File: config.mk
export PLATFORM = sky130hd
export DESIGN_NAME = ilvf_irq_lvd
export DESIGN_NICKNAME = d
export VERILOG_FILES = /design/src/core/ilvf_irq_lvd.v
export VERILOG_INCLUDE_DIRS = /design/src /design/src/include
export SDC_FILE = /design/constraint.sdc
export NUM_CORES = 1
export LEC_CHECK = 0
export BUFFER_PORTS_ARGS = -buffer_cell sky130_fd_sc_hd__buf_4
export CAP_MARGIN = 30
export CORE_UTILIZATION = 50
export DETAILED_ROUTE_END_ITERATION = 16
export PLACE_DENSITY_LB_ADDON = 0.08
export SYNTH_ARGS = -nofsm -noshare
export SYNTH_HDL_FRONTEND = slang
export SYNTH_SLANG_ARGS = --single-unit
File: constraint.sdc
create_clock -name clk_sys -period 6.4 [get_ports clk_sys]
set_clock_uncertainty 0.05 [all_clocks]
set_input_delay 1.6 -clock clk_sys [delete_from_list [all_inputs] [get_ports clk_sys]]
set_output_delay 1.6 -clock clk_sys [all_outputs]
set_load 0.02 [all_outputs]
File: src/include/ilvf_consts.vh
`ifndef ILVF_CONSTS_VH
`define ILVF_CONSTS_VH
// ****************************************
// Register addresses in the special purpose space
// ****************************************
`define ILVF_ADDR_LOWVOLT_DETECT_CONTROL   8'h00
`define ILVF_ADDR_EDGE   8'h01
`define ILVF_ADDR_IC0    8'h02
`define ILVF_ADDR_IC1    8'h03
`define ILVF_ADDR_IC2    8'h04
`define ILVF_ADDR_MF0    8'h05
`define ILVF_ADDR_MF1    8'h06
// ****************************************
// Field positions
// ****************************************
`define ILVF_IC0_GIE     0
`define ILVF_IC0_THE     1
`define ILVF_IC0_LVE     2
`define ILVF_IC0_P0E     3
`define ILVF_IC0_THF     4
`define ILVF_IC0_LVF     5
`define ILVF_IC0_P0F     6
`define ILVF_LOWVOLT_DETECT_CONTROL_OUT    5
`define ILVF_LOWVOLT_DETECT_CONTROL_EN     4
`define ILVF_LOWVOLT_DETECT_CONTROL_BG     3
// ****************************************
// Edge select codes, reset values, masks
// ****************************************
`define ILVF_EDGE_OFF    2'h0
`define ILVF_EDGE_RISE   2'h1
`define ILVF_EDGE_FALL   2'h2
`define ILVF_EDGE_BOTH   2'h3
`define ILVF_RST_VAL     8'h00
`define ILVF_MASK_LOWVOLT_DETECT_CONTROL   8'h1f
`define ILVF_MASK_IC0    8'h7f
`define ILVF_MASK_MF0    8'h33
`define ILVF_MASK_MF1    8'h77
// ****************************************
// Timing
// ****************************************
`define ILVF_CLK_NS      20
`define ILVF_LVD_DLY_NS  120
`define ILVF_LVD_DLY_CYC ((`ILVF_LVD_DLY_NS + `ILVF_CLK_NS - 1) / `ILVF_CLK_NS)
`endif

File: src/core/ilvf_irq_lvd.v
`timescale 1ns/1ps
`include "ilvf_consts.vh"
module ilvf_irq_lvd #(
   parameter LVD_DLY = `ILVF_LVD_DLY_CYC
) (
   input  wire       clk_sys,
   input  wire       sys_rst,
   input  wire [7:0] reg_addr,
   input  wire       reg_wr,
   input  wire [7:0] reg_wdata,
   output reg  [7:0] reg_rdata,
   input  wire [3:0] ext_irq_pins,
   input  wire       thermal_event,
   input  wire [9:0] internal_events,
   input  wire       lowvolt_compare,
   input  wire       sleep_mode,
   input  wire       idle_mode,
   input  wire       lvr_enable,
   input  wire       stack_full,
   input  wire       irq_ack,
   output reg        irq_req,
   output reg  [3:0] irq_vector,
   output wire       detector_power,
   output wire [2:0] lowvolt_threshold_select,
   output wire       bandgap_enable,
   output wire       wake_request
);
   // ****************************************
   // Registers
   // ****************************************
   reg  [7:0] lowvolt_detect_control_q;
   reg  [7:0] irq_edge_select_q;
   reg  [7:0] irq_control_0_q;
   reg  [7:0] irq_control_1_q;
   reg  [7:0] irq_control_2_q;
   reg  [7:0] multifunc_irq_0_q;
   reg  [7:0] multifunc_irq_1_q;
   reg  [3:0] pin_s1_q;
   reg  [3:0] pin_s2_q;
   reg  [3:0] pin_prev_q;
   reg  [3:0] pin_hit_q;
   reg        lowvolt_output_flag_q;
   reg  [15:0] lvd_cnt_q;
   reg        lvd_fire_q;
   wire [7:0] ic0_d;
   wire [7:0] ic1_d;
   wire [7:0] ic2_d;
   wire [7:0] mf0_d;
   wire [7:0] mf1_d;
   wire [3:0] pin_edge;
   wire [10:0] pend;
   wire       gie;
   wire [3:0] pin_flag;

   // Edge qualification per pin, shared by all four pins.
   function edge_ok;
      input [1:0] sel;
      input       prev;
      input       cur;
      begin
         case (sel)
            `ILVF_EDGE_RISE: edge_ok = ~prev & cur;
            `ILVF_EDGE_FALL: edge_ok = prev & ~cur;
            `ILVF_EDGE_BOTH: edge_ok = prev ^ cur;
            default:         edge_ok = 1'b0;
         endcase
      end
   endfunction

   genvar gi;
   generate
      for (gi = 0; gi < 4; gi = gi + 1) begin : g_pin
         assign pin_edge[gi] = edge_ok(irq_edge_select_q[2*gi+1:2*gi],
                                       pin_prev_q[gi], pin_s2_q[gi]);
      end
   endgenerate

   // ****************************************
   // Low voltage detector
   // ****************************************
   // Sleep overrides the enable so the comparator draws no current.
   assign detector_power = lowvolt_detect_control_q[`ILVF_LOWVOLT_DETECT_CONTROL_EN] & ~sleep_mode;
   assign lowvolt_threshold_select = lowvolt_detect_control_q[2:0];
   assign bandgap_enable = detector_power | lvr_enable |
                           lowvolt_detect_control_q[`ILVF_LOWVOLT_DETECT_CONTROL_BG];

   always @(posedge clk_sys or posedge sys_rst) begin
      if (sys_rst) begin
         lowvolt_output_flag_q <= 1'b0;
         lvd_cnt_q <= 16'h0000;
         lvd_fire_q <= 1'b0;
      end else begin
         lowvolt_output_flag_q <= detector_power & lowvolt_compare;
         lvd_fire_q <= 1'b0;
         // A drop of the output restarts the delay, so chatter never fires early.
         if (!lowvolt_output_flag_q) begin
            lvd_cnt_q <= 16'h0000;
         end else if (lvd_cnt_q < LVD_DLY[15:0]) begin
            lvd_cnt_q <= lvd_cnt_q + 16'h0001;
            lvd_fire_q <= (lvd_cnt_q == LVD_DLY[15:0] - 16'h0001);
         end
      end
   end

   // ****************************************
   // Pin synchronisers
   // ****************************************
   always @(posedge clk_sys or posedge sys_rst) begin
      if (sys_rst) begin
         pin_s1_q <= 4'h0;
         pin_s2_q <= 4'h0;
         pin_prev_q <= 4'h0;
         pin_hit_q <= 4'h0;
      end else begin
         pin_s1_q <= ext_irq_pins;
         pin_s2_q <= pin_s1_q;
         pin_prev_q <= pin_s2_q;
         pin_hit_q <= pin_edge;
      end
   end

   // ****************************************
   // Arbitration
   // ****************************************
   assign gie = irq_control_0_q[`ILVF_IC0_GIE];
   assign pin_flag = {irq_control_1_q[6:4], irq_control_0_q[`ILVF_IC0_P0F]};
   // Priority order: pin0, thermal, low voltage, pins 1..3, mf0, mf1, tb0, tb1, eeprom.
   assign pend[0]  = pin_flag[0] & irq_control_0_q[`ILVF_IC0_P0E];
   assign pend[1]  = irq_control_0_q[4] & irq_control_0_q[1];
   assign pend[2]  = irq_control_0_q[5] & irq_control_0_q[2];
   assign pend[3]  = pin_flag[1] & irq_control_1_q[0];
   assign pend[4]  = pin_flag[2] & irq_control_1_q[1];
   assign pend[5]  = pin_flag[3] & irq_control_1_q[2];
   assign pend[6]  = irq_control_1_q[7] & irq_control_1_q[3];
   assign pend[7]  = irq_control_2_q[4] & irq_control_2_q[0];
   assign pend[8]  = irq_control_2_q[5] & irq_control_2_q[1];
   assign pend[9]  = irq_control_2_q[6] & irq_control_2_q[2];
   assign pend[10] = irq_control_2_q[7] & irq_control_2_q[3];

   integer k;
   always @* begin
      irq_req = gie & ~stack_full & (|pend);
      irq_vector = 4'h0;
      for (k = 10; k >= 0; k = k - 1) begin
         if (pend[k]) begin
            irq_vector = k[3:0];
         end
      end
   end

   // A low voltage flag already set when the delayed detector output fires suppresses the wake-up.
   assign wake_request = (idle_mode | sleep_mode) & lvd_fire_q &
                         ~irq_control_0_q[`ILVF_IC0_LVF];

   // ****************************************
   // Flag update: hardware set wins over software clear
   // ****************************************
   // Write strobe for one register address; every register below uses it.
   function wr_sel;
      input       wr;
      input [7:0] addr;
      input [7:0] target;
      begin
         wr_sel = wr & (addr == target);
      end
   endfunction

   wire       take;
   wire       wlv;
   wire       wed;
   wire       wr0;
   wire       wr1;
   wire       wr2;
   wire       wm0;
   wire       wm1;
   wire [7:0] ic0_base;
   wire [7:0] ic0_srv;
   wire [7:0] ic0_set;
   wire [7:0] ic1_set;
   wire [7:0] ic2_set;
   wire [7:0] mf0_set;
   wire [7:0] mf1_set;

   assign take = irq_req & irq_ack;
   assign wlv = wr_sel(reg_wr, reg_addr, `ILVF_ADDR_LOWVOLT_DETECT_CONTROL);
   assign wed = wr_sel(reg_wr, reg_addr, `ILVF_ADDR_EDGE);
   assign wr0 = wr_sel(reg_wr, reg_addr, `ILVF_ADDR_IC0);
   assign wr1 = wr_sel(reg_wr, reg_addr, `ILVF_ADDR_IC1);
   assign wr2 = wr_sel(reg_wr, reg_addr, `ILVF_ADDR_IC2);
   assign wm0 = wr_sel(reg_wr, reg_addr, `ILVF_ADDR_MF0);
   assign wm1 = wr_sel(reg_wr, reg_addr, `ILVF_ADDR_MF1);

   // Hardware events are ORed in after any software write, so they are never lost.
   assign ic0_set = {1'b0, pin_hit_q[0], lvd_fire_q, thermal_event, 4'h0};
   assign ic1_set = {(|multifunc_irq_0_q[5:4]), pin_hit_q[3:1], 4'h0};
   assign ic2_set = {internal_events[9:7], (|multifunc_irq_1_q[6:4]), 4'h0};
   assign mf0_set = {2'h0, internal_events[1:0], 4'h0};
   assign mf1_set = {1'b0, internal_events[4:2], 4'h0};

   assign ic0_base = wr0 ? (reg_wdata & `ILVF_MASK_IC0) : irq_control_0_q;
   assign ic0_srv = take ? (ic0_base & ~{2'h0, (irq_vector == 4'h2), (irq_vector == 4'h1),
                                        3'h0, 1'b1}) : ic0_base;
   assign ic0_d = ic0_srv | ic0_set;
   assign ic1_d = (wr1 ? reg_wdata : irq_control_1_q) | ic1_set;
   assign ic2_d = (wr2 ? reg_wdata : irq_control_2_q) | ic2_set;
   assign mf0_d = ((wm0 ? reg_wdata : multifunc_irq_0_q) | mf0_set) & `ILVF_MASK_MF0;
   assign mf1_d = ((wm1 ? reg_wdata : multifunc_irq_1_q) | mf1_set) & `ILVF_MASK_MF1;

   // ****************************************
   // Control registers
   // ****************************************
   // The output flag is masked off here, so software can never write it.
   always @(posedge clk_sys or posedge sys_rst) begin
      if (sys_rst) begin
         lowvolt_detect_control_q <= `ILVF_RST_VAL;
      end else if (wlv) begin
         lowvolt_detect_control_q <= reg_wdata & `ILVF_MASK_LOWVOLT_DETECT_CONTROL;
      end
   end

   always @(posedge clk_sys or posedge sys_rst) begin
      if (sys_rst) begin
         irq_edge_select_q <= `ILVF_RST_VAL;
      end else if (wed) begin
         irq_edge_select_q <= reg_wdata;
      end
   end

   // ****************************************
   // Request flag registers
   // ****************************************
   always @(posedge clk_sys or posedge sys_rst) begin
      if (sys_rst) begin
         irq_control_0_q <= `ILVF_RST_VAL;
      end else begin
         irq_control_0_q <= ic0_d;
      end
   end

   always @(posedge clk_sys or posedge sys_rst) begin
      if (sys_rst) begin
         irq_control_1_q <= `ILVF_RST_VAL;
      end else begin
         irq_control_1_q <= ic1_d;
      end
   end

   always @(posedge clk_sys or posedge sys_rst) begin
      if (sys_rst) begin
         irq_control_2_q <= `ILVF_RST_VAL;
      end else begin
         irq_control_2_q <= ic2_d;
      end
   end

   always @(posedge clk_sys or posedge sys_rst) begin
      if (sys_rst) begin
         multifunc_irq_0_q <= `ILVF_RST_VAL;
      end else begin
         multifunc_irq_0_q <= mf0_d;
      end
   end

   always @(posedge clk_sys or posedge sys_rst) begin
      if (sys_rst) begin
         multifunc_irq_1_q <= `ILVF_RST_VAL;
      end else begin
         multifunc_irq_1_q <= mf1_d;
      end
   end

   // ****************************************
   // Read path
   // ****************************************
   always @* begin
      if (reg_addr == `ILVF_ADDR_LOWVOLT_DETECT_CONTROL) begin
         reg_rdata = {2'h0, lowvolt_output_flag_q, lowvolt_detect_control_q[4:0]};
      end else if (reg_addr == `ILVF_ADDR_EDGE) begin
         reg_rdata = irq_edge_select_q;
      end else if (reg_addr == `ILVF_ADDR_IC0) begin
         reg_rdata = irq_control_0_q;
      end else if (reg_addr == `ILVF_ADDR_IC1) begin
         reg_rdata = irq_control_1_q;
      end else if (reg_addr == `ILVF_ADDR_IC2) begin
         reg_rdata = irq_control_2_q;
      end else if (reg_addr == `ILVF_ADDR_MF0) begin
         reg_rdata = multifunc_irq_0_q;
      end else if (reg_addr == `ILVF_ADDR_MF1) begin
         reg_rdata = multifunc_irq_1_q;
      end else begin
         reg_rdata = 8'h00;
      end
   end
endmodule

# Yosys cells after proc, flatten, opt, wreduce, memory -nomap -nowiden
# Index checks and enable logic that the tools add are counted.
[word_totals]
register_bits = 81
latch_bits = 0
ramBits = 0
romBits = 0
elab_cells = 132
memories = 0
[op_classes]
n_addsub = 1
multipliers = 0
n_div = 0
order_cmp = 1
eq_ne = 22
n_shift = 0
n_mux = 32
n_bitwise = 58
n_reduce_logical = 4
[ops]
columns = ["op", "count"]
rows = [
  ["$mux W8", 9],
  ["$mux W4", 11],
  ["$and A1 B1 Y1", 33],
  ["$mux W16", 2],
  ["$eq A8 B3 Y1 const B", 3],
  ["$mux W7", 3],
  ["$add A16 B1 Y16 const B", 1],
  ["$eq A16 B3 Y1 const B", 1],
  ["$eq A2 B2 Y1 const B", 8],
  ["$eq A8 B2 Y1 const B", 2],
  ["$lt A16 B3 Y1 const B", 1],
  ["$or A8 B8 Y8", 2],
  ["$pmux W1 S3", 4],
  ["$not A1 Y1", 11],
  ["$reduce_or A11 Y1", 1],
  ["$and A8 B8 Y8", 1],
  ["$eq A2 B1 Y1 const B", 4],
  ["$eq A8 B1 Y1 const B", 1],
  ["$logic_not A8 Y1", 1],
  ["$not A6 Y8", 1],
  ["$or A8 B7 Y8", 1],
  ["$or A7 B7 Y7", 1],
  ["$mux W6", 1],
  ["$or A6 B6 Y6", 1],
  ["other kinds (8)", 14],
]

# Logic depth before layout (Yosys ltp)
[depth]
ltp_word = 17
mapped_depth = 6
ltp_nobuf = 6

# Worst setup path before layout
# Ideal clock, no wire load.
[synth_path]
path_kind = "input-to-output"
start = "input port reg_addr[0]"
end = "output port reg_rdata[4]"
arrival_ps = 3032
t_required_ps = 4750
path_slack_ps = 1718
stages = 5
path_buffers = 2
cell_sequence = "buf_2 buf_1 mux4_2 nor2_1 a211oi_1"
[synth_between]
elab_chain_len = 8
elab_cells_between_ends = 14
classes_between = "eq/ne: 6; mux: 7; reduce/logical: 1"
[synth_lines]
columns = ["element", "line", "text"]
rows = [
  ["start: declaration", "ilvf_irq_lvd.v:8", "input wire [7:0] reg_addr,"],
  ["$eq A8 B3 Y1 (no line)", "--", ""],
  ["$mux W7", "ilvf_irq_lvd.v:288", "end else if (reg_addr == `ILVF_ADDR_MF1) begin"],
  ["$mux W7", "ilvf_irq_lvd.v:286", "end else if (reg_addr == `ILVF_ADDR_MF0) begin"],
  ["$mux W8", "ilvf_irq_lvd.v:284", "end else if (reg_addr == `ILVF_ADDR_IC2) begin"],
  ["$mux W8", "ilvf_irq_lvd.v:282", "end else if (reg_addr == `ILVF_ADDR_IC1) begin"],
  ["$mux W8", "ilvf_irq_lvd.v:280", "end else if (reg_addr == `ILVF_ADDR_IC0) begin"],
  ["$mux W8", "ilvf_irq_lvd.v:278", "end else if (reg_addr == `ILVF_ADDR_EDGE) begin"],
  ["$mux W8 *", "ilvf_irq_lvd.v:276", "if (reg_addr == `ILVF_ADDR_LOWVOLT_DETECT_CONTROL) begin"],
  ["end: declaration", "ilvf_irq_lvd.v:11", "output reg [7:0] reg_rdata,"],
]
# Every way passes the cells marked *; elsewhere a longest branch is shown, timed or not.

# Final worst setup path
[layout_path]
start = "input port reg_addr[5]"
end = "output port reg_rdata[2]"
# Same word-level chain as after synthesis.

==> results.sh <==
export IMPL_outcome="finished clean"
export IMPL_fin_area_um2=4510
export IMPL_initial_core_util_pct=52.0
export IMPL_clkTransAtPathRegs_ns=0.08
export IMPL_post_route_cells_drive_above_1_share_pct=27.8
export IMPL_core_rowCount=31
export IMPL_die_w_um=89.3
export IMPL_path_max_fanout=8
export IMPL_p_leak_nw=2.15
export IMPL_io_buffers=56
export IMPL_tns_ns=0
export IMPL_timing_worst_slew_pin_value_ns=0.643
export IMPL_most_common_cell_after_layout_fill_and_taps_aside="sky130_fd_sc_hd__dfrtp_1"
export IMPL_cts_setup_buffers=0
export IMPL_ys_flop_type="sky130_fd_sc_hd__dfrtp_1"
export IMPL_yosys_warnings=0
export IMPL_route_detailed_drc=0
export IMPL_post_synth_cell_area_avg_um2=11.4
export IMPL_post_layout_instance_count_excluding_filler_cells=495
export IMPL_async_reset_ff_share_pct=100
export IMPL_post_dp_cell_area_um2=4330
export IMPL_cts_root_buf="sky130_fd_sc_hd__clkbuf_8"
export IMPL_detail_route_iter0_violations=231
export IMPL_die_area_um2=7980
export IMPL_synth_net_count=385
export IMPL_cts_buffer_depth=2
export IMPL_final_max_slew_violation_count=0
export IMPL_core_area_um2=7330
export IMPL_timing_final_crit_share_pct=74.5
export IMPL_critical_path_reg2reg_startpoint="lvd_cnt_q[13]"
export IMPL_cts_tree="built"
export IMPL_grt_first_pass_wirelength_mm=13.3
export IMPL_h_tree_depth=3
export IMPL_synth_yosys_seq_area_share_pct=52.5
export IMPL_cap_violations=0
export IMPL_worst_hold_path_endpoint="pin_s2_q[0]"
export IMPL_dp_cells=480
export IMPL_pre_cts_slack_ns=1.68
export IMPL_hp_start="pin_s1_q[0]"
export IMPL_num_io_pins=59
export IMPL_clock_insertion_delay_worst_skew_ns=0.35
export IMPL_period_minus_slack_ns=4.77
export IMPL_routabilityCongestion=0.834
export IMPL_max_slew_headroom_at_the_worst_pin_pct=56.8
export IMPL_cts_inserted_buffers=9
export IMPL_ant_nets=0
export IMPL_finalHoldViolCount=0
export IMPL_powerDensity_nw_per_um2=227
export IMPL_via_count_of_the_first_global_routing_pass=2614
export IMPL_cp_data_required_time_ns=4.75
export IMPL_cts_sink_count=80
export IMPL_post_synth_instance_area_um2=3810
export IMPL_critical_path_class="primary input to output pin"
export IMPL_rrSetupSlack_ns=4.52
export IMPL_synth_edff_count=0
export IMPL_routedWlPerCell_um=17.0
export IMPL_yosys_cell_types_count=46
export IMPL_irDropWorstVdd_uv=136
export IMPL_grt_start_max_net_pins=59
export IMPL_die_height_um=89.3
export IMPL_worstPathArrival_ns=3.12
export IMPL_post_synthesis_instance_total=335
export IMPL_detailedPlacementHpwl_mm=6.13
export IMPL_setup_slack_ns=1.63
export IMPL_crit_path_start_kind="primary input"
export IMPL_finalSetupViolCount=0
export IMPL_worst_hold_path_type="register to register"
export IMPL_dr_pass1_iters=4
export IMPL_cts_resized=0
export IMPL_viasPerCell=5.61
export IMPL_route_final_wire_length_mm=8.42
export IMPL_grt_use_total_pct=23.3
export IMPL_reg2reg_end="lvd_cnt_q[2]"
export IMPL_cell_count_of_the_worst_hold_path=0
export IMPL_rsz_0062_raised_after_global_routing="no"
export IMPL_hold_ws_ns=0.309
export IMPL_num_antenna_cells=0
export IMPL_rr_worst_depth=4
export IMPL_fillCellCount=607
export IMPL_final_net_count=442
export IMPL_grt_antenna_before_repair=0
export IMPL_final_cell_mix="sky130_fd_sc_hd__dfrtp_1 (80), sky130_fd_sc_hd__buf_4 (58), sky130_fd_sc_hd__mux2_2 (28), sky130_fd_sc_hd__nand2_1 (28), sky130_fd_sc_hd__nor2_1 (26)"
export IMPL_areaGrowthSynthToFinish_pct=18.1
export IMPL_cts_hold_repair_buffers=0
export IMPL_fmax_ghz=0.210
export IMPL_number_of_synthesized_register_bits=80
export IMPL_global_route_overflow_total=0
export IMPL_cp_end_kind="output pin"
export IMPL_dr_total_vias=2777
==> through the flow <==
stage	total power, W	utilization [%]
3_3_place_gp	0.000691	58.7
4_1_cts	0.00103	61.5
2_1_floorplan	0.000638	-
5_1_grt	0.00107	61.5
6_report	0.00102	61.5
3_5_place_dp	0.000697	59.1
==> worst max-delay path by stage <==
stage                      from      endpoint  slack, ns  cells after the start
finish              reg_addr[5]  reg_rdata[2]       1.63                      5
global route        reg_addr[5]  reg_rdata[2]       1.56                      5
CTS                 reg_addr[5]  reg_rdata[2]       1.67                      5
detailed placement  reg_addr[5]  reg_rdata[2]       1.68                      5
global placement    reg_addr[5]  reg_rdata[2]       1.73                      5
floorplan           reg_addr[0]  reg_rdata[4]       1.72                      5
==> where the power goes <==
group,total (W),leakage (nW),switching [W],internal [W]
registers,0.000555,1.02,0.0000255,0.000530
clock network,0.000337,0.0817,0.000176,0.000161
logic,0.000132,1.05,0.0000655,0.0000665
total,0.00102,2.15,0.000267,0.000757
==> flip-flops by register name, indices dropped and copies added, names as in the netlist <==
register / count
lowvolt_detect_control_q: 5
pin_s1_q: 4
irq_control_1_q: 8
irq_edge_select_q: 8
lvd_cnt_q: 16
multifunc_irq_0_q: 4
pin_hit_q: 4
pin_s2_q: 4
multifunc_irq_1_q: 6
irq_control_0_q: 7
lvd_fire_q: 1
irq_control_2_q: 8
lowvolt_output_flag_q: 1
pin_prev_q: 4
==> cell usage after synthesis (3+ instances only) <==
library cell,n,area share (%)
sky130_fd_sc_hd__mux4_2,4,2.4
sky130_fd_sc_hd__mux2i_1,15,3.9
sky130_fd_sc_hd__nand3_1,4,0.52
sky130_fd_sc_hd__nor2_1,26,2.6
sky130_fd_sc_hd__buf_1,3,0.30
sky130_fd_sc_hd__dfrtp_1,80,52
sky130_fd_sc_hd__and2_1,17,2.8
sky130_fd_sc_hd__a21oi_1,10,1.3
sky130_fd_sc_hd__nand4_1,5,0.82
sky130_fd_sc_hd__ha_1,10,3.3
sky130_fd_sc_hd__nor3_1,10,1.3
sky130_fd_sc_hd__a211oi_1,4,0.79
sky130_fd_sc_hd__clkbuf_1,4,0.39
sky130_fd_sc_hd__nor2b_1,9,1.5
sky130_fd_sc_hd__o21ai_0,6,0.79
sky130_fd_sc_hd__nand2_1,28,2.8
sky130_fd_sc_hd__a211o_1,8,1.8
sky130_fd_sc_hd__inv_1,17,1.7
sky130_fd_sc_hd__nor3b_1,3,0.59
sky130_fd_sc_hd__mux2_2,28,8.3
sky130_fd_sc_hd__mux2_4,3,1.2
sky130_fd_sc_hd__a22oi_1,7,1.4
sky130_fd_sc_hd__buf_4,3,0.59
==> cell families (layout without fill, tap and decap cells) <==
kind of cell / count (synthesis) / in the layout / synth area share (%)
adders and majority gates: 10 / 10 / 3.28
buffers and inverters: 30 / 91 / 3.51
and+or+nand+nor: 113 / 113 / 15.2
AOI/OAI and AO/OA: 51 / 51 / 9.58
DFF: 80 / 80 / 52.5
muxes: 50 / 50 / 15.7
xor gates and xnor gates: 1 / 1 / 0.230
==> worst max-delay path: stages <==
cell                      delay (ns)
sky130_fd_sc_hd__buf_4          0.11
sky130_fd_sc_hd__nor3_1         0.44
sky130_fd_sc_hd__nand2_1        0.38
sky130_fd_sc_hd__nor3_1         0.38
sky130_fd_sc_hd__buf_4          0.20
==> per-layer routing <==
metal,routed length (um),global-route usage [%]
met5,0,0
met4,180,9.52
met3,373,3.69
met2,4060,36.8
met1,3810,32.2
==> final cells by class <==
cell class              instances  area [um2]  area share [%]
inverters                      17        65.1            1.44
clock buffers                  13         159            3.53
well taps                      99         124            2.75
clock inverters                 2        15.0           0.333
multi-input cells             225        1680            37.2
repair buffers                 59         463            10.3
flip-flops and latches         80        2000            44.4
Power figures use the tool's default switching activity.
